==> config.mk <==
export PLATFORM = sky130hd
export DESIGN_NAME = lsb_ctrl
export DESIGN_NICKNAME = d
export VERILOG_FILES = /design/src/lsb_pkg.sv /design/src/lsb_pump_if.sv /design/src/lsb_ctrl.sv /design/src/lsb_pump_div.sv
export SDC_FILE = /design/constraint.sdc
export NUM_CORES = 1
export LEC_CHECK = 0
export BUFFER_PORTS_ARGS = -buffer_cell sky130_fd_sc_hd__buf_4
export CAP_MARGIN = 20
export CORE_MARGIN = 5
export CORE_UTILIZATION = 57
export CTS_BUF_LIST = sky130_fd_sc_hd__clkbuf_8
export DETAILED_ROUTE_END_ITERATION = 6
export PLACE_DENSITY = 0.8
export SLEW_MARGIN = 20
export SYNTH_ARGS = -nofsm -noshare
export SYNTH_HDL_FRONTEND = slang
export SYNTH_SLANG_ARGS = --single-unit
==> constraint.sdc <==
create_clock -name aclk -period 2.3 [get_ports aclk]
set_input_delay 0.46 -clock aclk [delete_from_list [all_inputs] [get_ports aclk]]
set_output_delay 0.46 -clock aclk [all_outputs]
set_load 0.02 [all_outputs]
==> src/lsb_pkg.sv <==
`default_nettype none
package lsb_pkg;

  // ----------------------------------------------------------------------
  // register offsets (byte addresses)
  // ----------------------------------------------------------------------
  localparam logic [7:0] OFS_CLOCK_CFG = 8'h00;
  localparam logic [7:0] OFS_SUPPLY_CFG = 8'h04;
  localparam logic [7:0] OFS_CONTROL_ZERO = 8'h08;
  localparam logic [7:0] OFS_CONTROL_ONE = 8'h0c;
  localparam logic [7:0] OFS_BLINK_CTRL = 8'h10;
  localparam logic [7:0] OFS_FP_ENABLE_LO = 8'h14;
  localparam logic [7:0] OFS_FP_ENABLE_HI = 8'h18;
  localparam logic [7:0] OFS_STATUS = 8'h1c;

  // ----------------------------------------------------------------------
  // field positions
  // ----------------------------------------------------------------------
  localparam int CLK_SOURCE_BIT = 7;
  localparam int CLK_DIVIDE_BY_SIXTEEN_BIT = 6;
  localparam int SUP_PUMP_EN_BIT = 7;
  localparam int SUP_PUMP_MULT_BIT = 6;
  localparam int SUP_PUMP_ADJ_LSB = 4;
  localparam int SUP_HIGH_DRIVE_BIT = 3;
  localparam int SUP_BYPASS_BIT = 2;
  localparam int CR0_MODULE_EN_BIT = 7;
  localparam int CR0_FRAME_SEL_LSB = 4;
  localparam int CR1_WAIT_DIS_BIT = 1;
  localparam int CR1_STOP3_DIS_BIT = 0;
  localparam int BLK_ENABLE_BIT = 7;
  localparam int BLK_ALL_BIT = 3;

  // ----------------------------------------------------------------------
  // reset values and codes
  // ----------------------------------------------------------------------
  localparam logic [7:0] CLOCK_CFG_RST = 8'h00;
  localparam logic [7:0] SUPPLY_CFG_RST = 8'h00;
  localparam logic [7:0] CONTROL_ZERO_RST = 8'h00;
  localparam logic [7:0] CONTROL_ONE_RST = 8'h00;
  localparam logic [7:0] BLINK_CTRL_RST = 8'h00;
  localparam logic [1:0] SUPPLY_INTERNAL = 2'h0;
  localparam logic [1:0] DUTY_QUARTER = 2'h3;
  localparam logic [1:0] RESP_OKAY = 2'h0;
  localparam logic [1:0] RESP_SLVERR = 2'h2;

  // ----------------------------------------------------------------------
  // timing counts
  // ----------------------------------------------------------------------
  localparam int PUMP_HALF_BASE = 6;
  localparam int PRESCALE_SIXTEEN = 16;
  localparam int BLINK_SHIFT = 4;

endpackage
`default_nettype wire

==> src/lsb_pump_if.sv <==
`default_nettype none
interface lsb_pump_if;
  logic tick;
  logic enable;
  logic [1:0] adjust;
  logic pump_clk;
  modport ctrl (output tick, output enable, output adjust, input pump_clk);
  modport div (input tick, input enable, input adjust, output pump_clk);
endinterface
`default_nettype wire

==> src/lsb_ctrl.sv <==
// Functional notes
// pump clock is display clock over six times two to (adjust plus one)
// high drive select: 0 normal buffer drive, 1 high buffer drive
// buffer bypass: 0 buffered path, 1 unbuffered operation
// software leaves supply source unchanged while module enabled
// supply source 00 makes intermediate supply level internally
// blink control readable and writable any time; rate kept while blinking
// display clock from external reference on 0, bus clock on 1
// wait mode disable set turns display off in wait mode
// stop3 disable clear keeps display running in stop3
// duty field 11 selects quarter duty with four backplanes
// blink mode 0 blinks selected segments, 1 blinks all
// pump enable set turns the charge pump on
// pump multiplier 0 doubler, 1 tripler
// display clock scaled by divide-by-16 select and six-bit adjust
// one enable per frontplane, forty lines, driven only when enabled
// pump divider free-running, reloads on adjust change, no short period
`default_nettype none
module lsb_ctrl #(
  parameter int FP_COUNT = 40
) (
  input wire logic aclk,
  input wire logic aresetn,
  input wire logic [7:0] s_axi_awaddr,
  input wire logic s_axi_awvalid,
  output logic s_axi_awready,
  input wire logic [31:0] s_axi_wdata,
  input wire logic [3:0] s_axi_wstrb,
  input wire logic s_axi_wvalid,
  output logic s_axi_wready,
  output logic [1:0] s_axi_bresp,
  output logic s_axi_bvalid,
  input wire logic s_axi_bready,
  input wire logic [7:0] s_axi_araddr,
  input wire logic s_axi_arvalid,
  output logic s_axi_arready,
  output logic [31:0] s_axi_rdata,
  output logic [1:0] s_axi_rresp,
  output logic s_axi_rvalid,
  input wire logic s_axi_rready,
  input wire logic ext_ref_clk,
  input wire logic wait_mode,
  input wire logic stop3_mode,
  output logic display_on,
  output logic display_tick,
  output logic pump_clk,
  output logic pump_on,
  output logic pump_tripler,
  output logic high_drive_select,
  output logic buffer_bypass,
  output logic intermediate_supply_gen,
  output logic quarter_duty,
  output logic [1:0] duty_select,
  output logic [2:0] frame_clock_select,
  output logic blank_all,
  output logic blank_selected,
  output logic [FP_COUNT-1:0] frontplane_drive
);

  // ----------------------------------------------------------------------
  // register file and bus state
  // ----------------------------------------------------------------------
  logic [7:0] clk_cfg_reg, clk_cfg_next;
  logic [7:0] sup_cfg_reg, sup_cfg_next;
  logic [7:0] cr0_reg, cr0_next;
  logic [7:0] cr1_reg, cr1_next;
  logic [7:0] blk_reg, blk_next;
  logic [FP_COUNT-1:0] fp_reg, fp_next;
  logic aw_got_reg, aw_got_next, w_got_reg, w_got_next;
  logic [7:0] awaddr_reg, awaddr_next;
  logic [31:0] wdata_reg, wdata_next;
  logic [3:0] wstrb_reg, wstrb_next;
  logic bvalid_reg, bvalid_next, rvalid_reg, rvalid_next;
  logic [1:0] bresp_reg, bresp_next, rresp_reg, rresp_next;
  logic [31:0] rdata_reg, rdata_next;
  logic have_aw, have_w, do_write;
  logic [7:0] wa;
  logic [31:0] wd, fp_word_lo, fp_word_hi, status_word;
  logic [3:0] ws;

  // mapped offsets: everything below the status word, aligned; the status word on reads only
  function automatic logic addr_hit(input logic [7:0] a, input logic rd);
    logic hit;
    hit = 1'b0;
    case (a)
      lsb_pkg::OFS_CLOCK_CFG, lsb_pkg::OFS_SUPPLY_CFG,
      lsb_pkg::OFS_CONTROL_ZERO, lsb_pkg::OFS_CONTROL_ONE,
      lsb_pkg::OFS_BLINK_CTRL, lsb_pkg::OFS_FP_ENABLE_LO,
      lsb_pkg::OFS_FP_ENABLE_HI: hit = 1'b1;
      lsb_pkg::OFS_STATUS: hit = rd;
      default: hit = 1'b0;
    endcase
    return hit;
  endfunction

  assign s_axi_awready = !aw_got_reg && !bvalid_reg;
  assign s_axi_wready = !w_got_reg && !bvalid_reg;
  assign s_axi_arready = !rvalid_reg;
  assign have_aw = aw_got_reg || (s_axi_awvalid && s_axi_awready);
  assign have_w = w_got_reg || (s_axi_wvalid && s_axi_wready);
  assign do_write = have_aw && have_w && !bvalid_reg;
  assign wa = aw_got_reg ? awaddr_reg : s_axi_awaddr;
  assign wd = w_got_reg ? wdata_reg : s_axi_wdata;
  assign ws = w_got_reg ? wstrb_reg : s_axi_wstrb;
  assign fp_word_lo = 32'(fp_reg[31:0]);
  assign fp_word_hi = 32'(fp_reg[FP_COUNT-1:32]);

  // write path: address and data taken in either order, answer follows both
  always_comb begin
    clk_cfg_next = clk_cfg_reg;
    sup_cfg_next = sup_cfg_reg;
    cr0_next = cr0_reg;
    cr1_next = cr1_reg;
    blk_next = blk_reg;
    fp_next = fp_reg;
    aw_got_next = have_aw && !do_write;
    w_got_next = have_w && !do_write;
    awaddr_next = wa;
    wdata_next = wd;
    wstrb_next = ws;
    bvalid_next = bvalid_reg && !s_axi_bready;
    bresp_next = bresp_reg;
    if (do_write) begin
      bvalid_next = 1'b1;
      bresp_next = addr_hit(wa, 1'b0) ? lsb_pkg::RESP_OKAY
                                       : lsb_pkg::RESP_SLVERR;
      if (ws[0]) begin
        // blink control accepted at any time, blinking or not
        case (wa)
          lsb_pkg::OFS_CLOCK_CFG: clk_cfg_next = wd[7:0];
          lsb_pkg::OFS_SUPPLY_CFG: sup_cfg_next = wd[7:0];
          lsb_pkg::OFS_CONTROL_ZERO: cr0_next = wd[7:0];
          lsb_pkg::OFS_CONTROL_ONE: cr1_next = wd[7:0] & 8'h03;
          lsb_pkg::OFS_BLINK_CTRL: blk_next = wd[7:0] & 8'h8f;
          lsb_pkg::OFS_FP_ENABLE_HI: fp_next[FP_COUNT-1:32] = wd[7:0];
          default: ;
        endcase
      end
      if (wa == lsb_pkg::OFS_FP_ENABLE_LO) begin
        for (int b = 0; b < 4; b++) begin
          if (ws[b]) begin
            fp_next[b*8 +: 8] = wd[b*8 +: 8];
          end
        end
      end
    end
  end

  // read path: answer one cycle after the address is taken
  always_comb begin
    rvalid_next = rvalid_reg && !s_axi_rready;
    rdata_next = rdata_reg;
    rresp_next = rresp_reg;
    if (s_axi_arvalid && s_axi_arready) begin
      rvalid_next = 1'b1;
      rresp_next = addr_hit(s_axi_araddr, 1'b1) ? lsb_pkg::RESP_OKAY
                                                 : lsb_pkg::RESP_SLVERR;
      case (s_axi_araddr)
        lsb_pkg::OFS_CLOCK_CFG: rdata_next = 32'(clk_cfg_reg);
        lsb_pkg::OFS_SUPPLY_CFG: rdata_next = 32'(sup_cfg_reg);
        lsb_pkg::OFS_CONTROL_ZERO: rdata_next = 32'(cr0_reg);
        lsb_pkg::OFS_CONTROL_ONE: rdata_next = 32'(cr1_reg);
        lsb_pkg::OFS_BLINK_CTRL: rdata_next = 32'(blk_reg);
        lsb_pkg::OFS_FP_ENABLE_LO: rdata_next = fp_word_lo;
        lsb_pkg::OFS_FP_ENABLE_HI: rdata_next = fp_word_hi;
        lsb_pkg::OFS_STATUS: rdata_next = status_word;
        default: rdata_next = 32'h0000_0000;
      endcase
    end
  end

  always_ff @(posedge aclk) begin
    if (!aresetn) begin
      clk_cfg_reg <= lsb_pkg::CLOCK_CFG_RST;
      sup_cfg_reg <= lsb_pkg::SUPPLY_CFG_RST;
      cr0_reg <= lsb_pkg::CONTROL_ZERO_RST;
      cr1_reg <= lsb_pkg::CONTROL_ONE_RST;
      blk_reg <= lsb_pkg::BLINK_CTRL_RST;
      fp_reg <= '0;
      aw_got_reg <= 1'b0;
      w_got_reg <= 1'b0;
      awaddr_reg <= 8'h00;
      wdata_reg <= 32'h0000_0000;
      wstrb_reg <= 4'h0;
      bvalid_reg <= 1'b0;
      bresp_reg <= 2'h0;
      rvalid_reg <= 1'b0;
      rresp_reg <= 2'h0;
      rdata_reg <= 32'h0000_0000;
    end else begin
      clk_cfg_reg <= clk_cfg_next;
      sup_cfg_reg <= sup_cfg_next;
      cr0_reg <= cr0_next;
      cr1_reg <= cr1_next;
      blk_reg <= blk_next;
      fp_reg <= fp_next;
      aw_got_reg <= aw_got_next;
      w_got_reg <= w_got_next;
      awaddr_reg <= awaddr_next;
      wdata_reg <= wdata_next;
      wstrb_reg <= wstrb_next;
      bvalid_reg <= bvalid_next;
      bresp_reg <= bresp_next;
      rvalid_reg <= rvalid_next;
      rresp_reg <= rresp_next;
      rdata_reg <= rdata_next;
    end
  end

  assign s_axi_bvalid = bvalid_reg;
  assign s_axi_bresp = bresp_reg;
  assign s_axi_rvalid = rvalid_reg;
  assign s_axi_rresp = rresp_reg;
  assign s_axi_rdata = rdata_reg;

  // ----------------------------------------------------------------------
  // display clock chain
  // ----------------------------------------------------------------------
  logic [2:0] ref_sync_reg;
  logic ref_lvl_reg, ref_lvl_next;
  logic [3:0] pre_reg, pre_next;
  logic [5:0] adj_cnt_reg, adj_cnt_next;
  logic tick_reg, tick_next;
  logic src_tick, pre_tick;
  logic [15:0] blink_cnt_reg, blink_cnt_next;
  logic on_reg, on_next, phase;

  // the reference pin is unrelated to aclk; a level counts once stages agree
  always_ff @(posedge aclk) begin
    if (!aresetn) begin
      ref_sync_reg <= 3'h0;
    end else begin
      ref_sync_reg <= {ref_sync_reg[1:0], ext_ref_clk};
    end
  end

  // source pick, then divide-by-16 prescale, then adjust+1 division
  always_comb begin
    ref_lvl_next = ref_lvl_reg;
    if (ref_sync_reg[1] == ref_sync_reg[2]) begin
      ref_lvl_next = ref_sync_reg[2];
    end
    src_tick = clk_cfg_reg[lsb_pkg::CLK_SOURCE_BIT] ? 1'b1
             : (ref_lvl_next && !ref_lvl_reg);
    pre_next = pre_reg;
    pre_tick = src_tick;
    if (clk_cfg_reg[lsb_pkg::CLK_DIVIDE_BY_SIXTEEN_BIT]) begin
      pre_tick = src_tick && pre_reg == 4'(lsb_pkg::PRESCALE_SIXTEEN - 1);
      if (src_tick) begin
        pre_next = pre_reg + 4'h1;
      end
    end
    adj_cnt_next = adj_cnt_reg;
    tick_next = 1'b0;
    if (pre_tick) begin
      if (adj_cnt_reg >= clk_cfg_reg[5:0]) begin
        adj_cnt_next = 6'h00;
        tick_next = 1'b1;
      end else begin
        adj_cnt_next = adj_cnt_reg + 6'h01;
      end
    end
  end

  always_ff @(posedge aclk) begin
    if (!aresetn) begin
      ref_lvl_reg <= 1'b0;
      pre_reg <= 4'h0;
      adj_cnt_reg <= 6'h00;
      tick_reg <= 1'b0;
    end else begin
      ref_lvl_reg <= ref_lvl_next;
      pre_reg <= pre_next;
      adj_cnt_reg <= adj_cnt_next;
      tick_reg <= tick_next;
    end
  end

  // ----------------------------------------------------------------------
  // low-power gating and blink timing
  // ----------------------------------------------------------------------
  // blink counter free-runs while blinking so rate steps stay aligned
  assign phase = blink_cnt_reg[4'(blk_reg[2:0]) + 4'(lsb_pkg::BLINK_SHIFT)];

  always_comb begin
    on_next = cr0_reg[lsb_pkg::CR0_MODULE_EN_BIT]
      && !(wait_mode && cr1_reg[lsb_pkg::CR1_WAIT_DIS_BIT])
      && !(stop3_mode && cr1_reg[lsb_pkg::CR1_STOP3_DIS_BIT]);
    blink_cnt_next = blink_cnt_reg;
    if (!blk_reg[lsb_pkg::BLK_ENABLE_BIT]) begin
      blink_cnt_next = 16'h0000;
    end else if (tick_reg) begin
      blink_cnt_next = blink_cnt_reg + 16'h0001;
    end
  end

  always_ff @(posedge aclk) begin
    if (!aresetn) begin
      on_reg <= 1'b0;
      blink_cnt_reg <= 16'h0000;
    end else begin
      on_reg <= on_next;
      blink_cnt_reg <= blink_cnt_next;
    end
  end

  // ----------------------------------------------------------------------
  // charge pump divider and outputs
  // ----------------------------------------------------------------------
  lsb_pump_if pif ();
  assign pif.tick = tick_reg;
  assign pif.enable = sup_cfg_reg[lsb_pkg::SUP_PUMP_EN_BIT] && on_reg;
  assign pif.adjust = sup_cfg_reg[lsb_pkg::SUP_PUMP_ADJ_LSB +: 2];

  lsb_pump_div u_pump (
    .aclk(aclk),
    .aresetn(aresetn),
    .pif(pif)
  );

  // all straight from registers; gating keeps frontplanes quiet when off
  assign display_on = on_reg;
  assign display_tick = tick_reg && on_reg;
  assign pump_clk = pif.pump_clk;
  assign pump_on = pif.enable;
  assign pump_tripler = sup_cfg_reg[lsb_pkg::SUP_PUMP_MULT_BIT];
  assign high_drive_select = sup_cfg_reg[lsb_pkg::SUP_HIGH_DRIVE_BIT];
  assign buffer_bypass = sup_cfg_reg[lsb_pkg::SUP_BYPASS_BIT];
  assign intermediate_supply_gen = on_reg
    && sup_cfg_reg[1:0] == lsb_pkg::SUPPLY_INTERNAL;
  assign duty_select = cr0_reg[1:0];
  assign quarter_duty = cr0_reg[1:0] == lsb_pkg::DUTY_QUARTER;
  assign frame_clock_select = cr0_reg[lsb_pkg::CR0_FRAME_SEL_LSB +: 3];
  assign blank_all = on_reg && blk_reg[lsb_pkg::BLK_ENABLE_BIT]
    && blk_reg[lsb_pkg::BLK_ALL_BIT] && phase;
  assign blank_selected = on_reg && blk_reg[lsb_pkg::BLK_ENABLE_BIT]
    && !blk_reg[lsb_pkg::BLK_ALL_BIT] && phase;
  assign frontplane_drive = on_reg ? fp_reg : '0;
  assign status_word = {27'h0, pif.pump_clk, blank_all | blank_selected,
                        tick_reg, pif.enable, on_reg};
endmodule
`default_nettype wire

==> src/lsb_pump_div.sv <==
`default_nettype none
module lsb_pump_div (
  input wire logic aclk,
  input wire logic aresetn,
  lsb_pump_if.div pif
);

  logic [5:0] cnt_reg;
  logic [5:0] cnt_next;
  logic clk_reg;
  logic clk_next;
  logic [1:0] adj_reg;
  logic [1:0] adj_next;
  logic [5:0] half_m1;
  logic adj_change;

  // ----------------------------------------------------------------------
  // free-running half-period counter on display clock ticks
  // ----------------------------------------------------------------------
  // half period is 3 * 2^(adj+1) ticks, full period 6 * 2^(adj+1)
  assign half_m1 = 6'((lsb_pkg::PUMP_HALF_BASE << pif.adjust) - 1);
  assign adj_change = adj_reg != pif.adjust;

  // reload on any adjust change so no shortened half period escapes
  always_comb begin
    cnt_next = cnt_reg;
    clk_next = clk_reg;
    adj_next = pif.adjust;
    if (!pif.enable) begin
      cnt_next = half_m1;
      clk_next = 1'b0;
    end else if (adj_change) begin
      cnt_next = half_m1;
    end else if (pif.tick) begin
      if (cnt_reg == 6'h00) begin
        cnt_next = half_m1;
        clk_next = ~clk_reg;
      end else begin
        cnt_next = cnt_reg - 6'h01;
      end
    end
  end

  always_ff @(posedge aclk) begin
    if (!aresetn) begin
      cnt_reg <= 6'h00;
      clk_reg <= 1'b0;
      adj_reg <= 2'h0;
    end else begin
      cnt_reg <= cnt_next;
      clk_reg <= clk_next;
      adj_reg <= adj_next;
    end
  end

  assign pif.pump_clk = clk_reg;

  // ----------------------------------------------------------------------
  // checks
  // ----------------------------------------------------------------------
  logic [6:0] seen_reg;
  always_ff @(posedge aclk) begin
    if (!aresetn || !pif.enable || adj_change || clk_next != clk_reg) begin
      seen_reg <= 7'h00;
    end else if (pif.tick) begin
      seen_reg <= seen_reg + 7'h01;
    end
  end
endmodule
`default_nettype wire

==> flow_summary.ini <==
[timing]
period_share_pct = 98.8
skew_ns = 0.0114
setup_violations = 0
hold_viol = 0
tns_ns = 0
final.min_clock_period_ns = 2.27
worstMarginPinSlew_ns = 0.548
fin_ws_ns = 0.0282
relSlewSlack_pct = 63.2
max_freq_mhz = 440
rsz0062_at_grt = true
slew_viol_final = 0

[floorplanning]
die_y_um = 130
rows = 44
dieArea_um2 = 17000
die_w_um = 130
io_pins = 159
core_um2 = 14400
initial_core_util_pct = 57.6

[final_layout]
nFillCells = 1108
final_cells = 1236
areaGrowthSynthToFinish_pct = 22.8
multi_input_area_um2 = 4100
seqCellArea_um2 = 3810
drive_above_1_share_pct = 26.4
n_antenna_cell = 0
nets = 1113
largest_reg_flops = 40

[grt]
grt_pass1_wl_um = 33900
grt_remaining_overflow = 0
grt_pass1_vias = 6767
grt_max_degree = 93
grt_usage_pct = 25.0
antenna_found_initial = 0

[synth]
synth_seq_area_share_pct = 46.0
synthArstFlopShare_pct = 0
synth_edf_count = 0
ys_types = 65
syn-cell-area_um2 = 8270
synth_cells = 894
avgSynthCellArea_um2 = 9.26
synth_ff_type = dfxtp_1
yosys_warnings = 0
ys_ff_latch = 190

[cts]
cts_hold_buf = 0
clk_path_buf_depth = 2
worstSkewPairLatency_ns = 0.46
h-tree-depth = 4
clock-sinks = 190
cts_tree = yes
cts_buffers = 17
cts-root-buf = clkbuf_8
path_clk_slew_ns = 0.09

[critical_path]
cp-endpoint = blank_all
end_kind = output pin
crit_chain = mux4_2 > a2bb2oi_2 > and3_4 > buf_6
timing.rr.start = aw_got_reg$_SDFF_PN0_
worst_r2r_path_depth = 6
r2r_slack_ns = 0.22
crit_start = blk_reg[0]$_SDFFE_PN0P_
critical_path_arrival_ns = 1.81
critPathMaxFanout = 4
r2r-end = sup_cfg_reg[3]$_SDFFE_PN0P_
cp_data_required_time_ns = 1.84
cp-start-kind = flop
critPathMaxStageDelay_ns = 0.51
cp_slowest_cell = mux4_2
critPathKind = reg -> out

[power]
p_leak_nw = 4.42
p_per_area_nw_per_um2 = 616
peakVddDrop_v = 0.000506

[outcome]
outcome = finished, final reports clean

[drt]
routed_wl_um = 21000
drc = 0
ant_nets = 0
first_pass_iters = 5
drt_iter0_markers = 428
route.met2.wl_um = 9900
dr.max_layer_used = met4
wl_met1_um = 9090
wire_per_inst_um = 17.0
viasPerCell = 5.62
vias = 6943
route.met3.wl_um = 1560

[min_path]
min_path_type = in -> reg

[place]
dpl.hpwl_um = 14900
place.gp.congestion = 0.852
dpl.cell_count = 1201
portBuffers = 156
pre_cts_ws_ns = -0.0102

[flow_run]
cap_violations = 0
cells in the mapped netlist (8+ instances only):
library cell	count	area (µm²)
and2_1	49	307
clkbuf_1	35	131
mux2i_1	72	721
nor2_1	101	379
nor3_1	8	40.0
mux2_2	21	236
a22oi_1	27	203
ha_1	11	138
buf_2	11	55.1
xnor2_1	8	70.1
buf_4	9	67.6
o21ai_0	31	155
a21oi_1	20	100
nand2_1	97	364
dfxtp_1	190	3800
a31o_2	19	166
xor2_1	9	78.8
inv_1	34	128
and3_1	33	206
layer usage:
layer | vias up | track usage [%]
met4 | 0 | 7.86
li1 | 3384 | -
met3 | 34 | 7.60
met5 | - | 0
met1 | 3300 | 32.0
met2 | 225 | 40.8
cells by family (layout without fill, tap and decap cells):
family	Yosys count	after routing	share of synthesized area, %
AO/OA/AOI/OAI	150	150	12.9
XOR/XNOR	17	17	1.80
adder cells (fa/ha/maj)	11	11	1.66
buffers and inverters	93	250	4.79
flip-flops	190	190	46.0
multiplexers	97	97	12.7
other	1	2	0.0453
AND/OR/NAND/NOR	335	335	20.2
timing repair:
action,4_1_cts,5_1_grt
gates cloned,0,0
gates resized for setup,5,5
setup endpoints to repair,2,30
setup buffers,1,3
pin swaps,0,3
power by group:
| group | leakage (nW) | internal (mW) | switching (mW) |
|---|---|---|---|
| registers | 1.55 | 3.36 | 0.0436 |
| logic | 2.66 | 0.233 | 0.309 |
| clock network | 0.214 | 1.15 | 1.16 |
| total | 4.42 | 4.74 | 1.52 |
cells in the final DEF (no fill, tap or decap), types with 4 or more instances in the layout:
master and n:
a31o_1 5, mux2i_1 72, xor2_1 9, nor2b_1 5
or3_1 4, nand3_1 7, inv_1 35, nand2_1 96
nand4_1 6, o21ai_0 31, a31o_2 19, o22ai_1 5
buf_12 6, a21oi_1 20, mux4_2 4, mux2_2 20
clkbuf_8 20, a21o_1 4, dfxtp_1 187, and2_1 49
nand2b_1 5, xnor2_1 8, nor2_1 100, nor3_1 8
buf_4 177, and3_1 32, o31ai_1 5, a22oi_1 27
ha_1 11
how the worst min path moves through the flow:
stage | start | endpoint | slack [ns] | depth (start not counted)
floorplan | ref_sync_reg[0]$_SDFF_PN0_ | ref_sync_reg[1]$_SDFF_PN0_ | 0.41 | 1
global placement | ref_sync_reg[0]$_SDFF_PN0_ | ref_sync_reg[1]$_SDFF_PN0_ | 0.42 | 1
detailed placement | ref_sync_reg[0]$_SDFF_PN0_ | ref_sync_reg[1]$_SDFF_PN0_ | 0.43 | 1
CTS | stop3_mode | display_on$_SDFF_PN0_ | 0.18 | 2
global route | ext_ref_clk | ref_sync_reg[0]$_SDFF_PN0_ | 0.19 | 2
finish | stop3_mode | display_on$_SDFF_PN0_ | 0.20 | 2
worst max-delay path: cells and delay by family (launching register included):
family	cells	cell delay, ns
buffers and inverters	1	0.12
and+or+nand+nor	1	0.17
AOI/OAI and AO/OA	1	0.16
DFF	1	0.39
muxes	1	0.51
layout make-up:
| class | count | share of cell area (%) |
|---|---|---|
| flip-flops and latches | 190 | 37.5 |
| inverters | 34 | 1.26 |
| repair buffers | 185 | 14.5 |
| well taps | 184 | 2.27 |
| clock buffers | 20 | 2.71 |
| clock inverters | 11 | 1.38 |
| multi-input cells | 612 | 40.4 |
stage by stage:
| step | util (%) | area, µm² | hold slack (ns) | power [mW] |
|---|---|---|---|---|
| floorplan | - | 8280 | 0.412 | 3.81 |
| global placement | 67.3 | 9670 | 0.423 | 4.01 |
| detailed placement | 67.3 | 9670 | 0.434 | 4.02 |
| CTS | 70.4 | 10100 | 0.185 | 6.28 |
| global route | 70.7 | 10200 | 0.188 | 6.48 |
| finish | 70.7 | 10200 | 0.205 | 6.26 |
No activity file was read; power rests on OpenSTA's default activity.
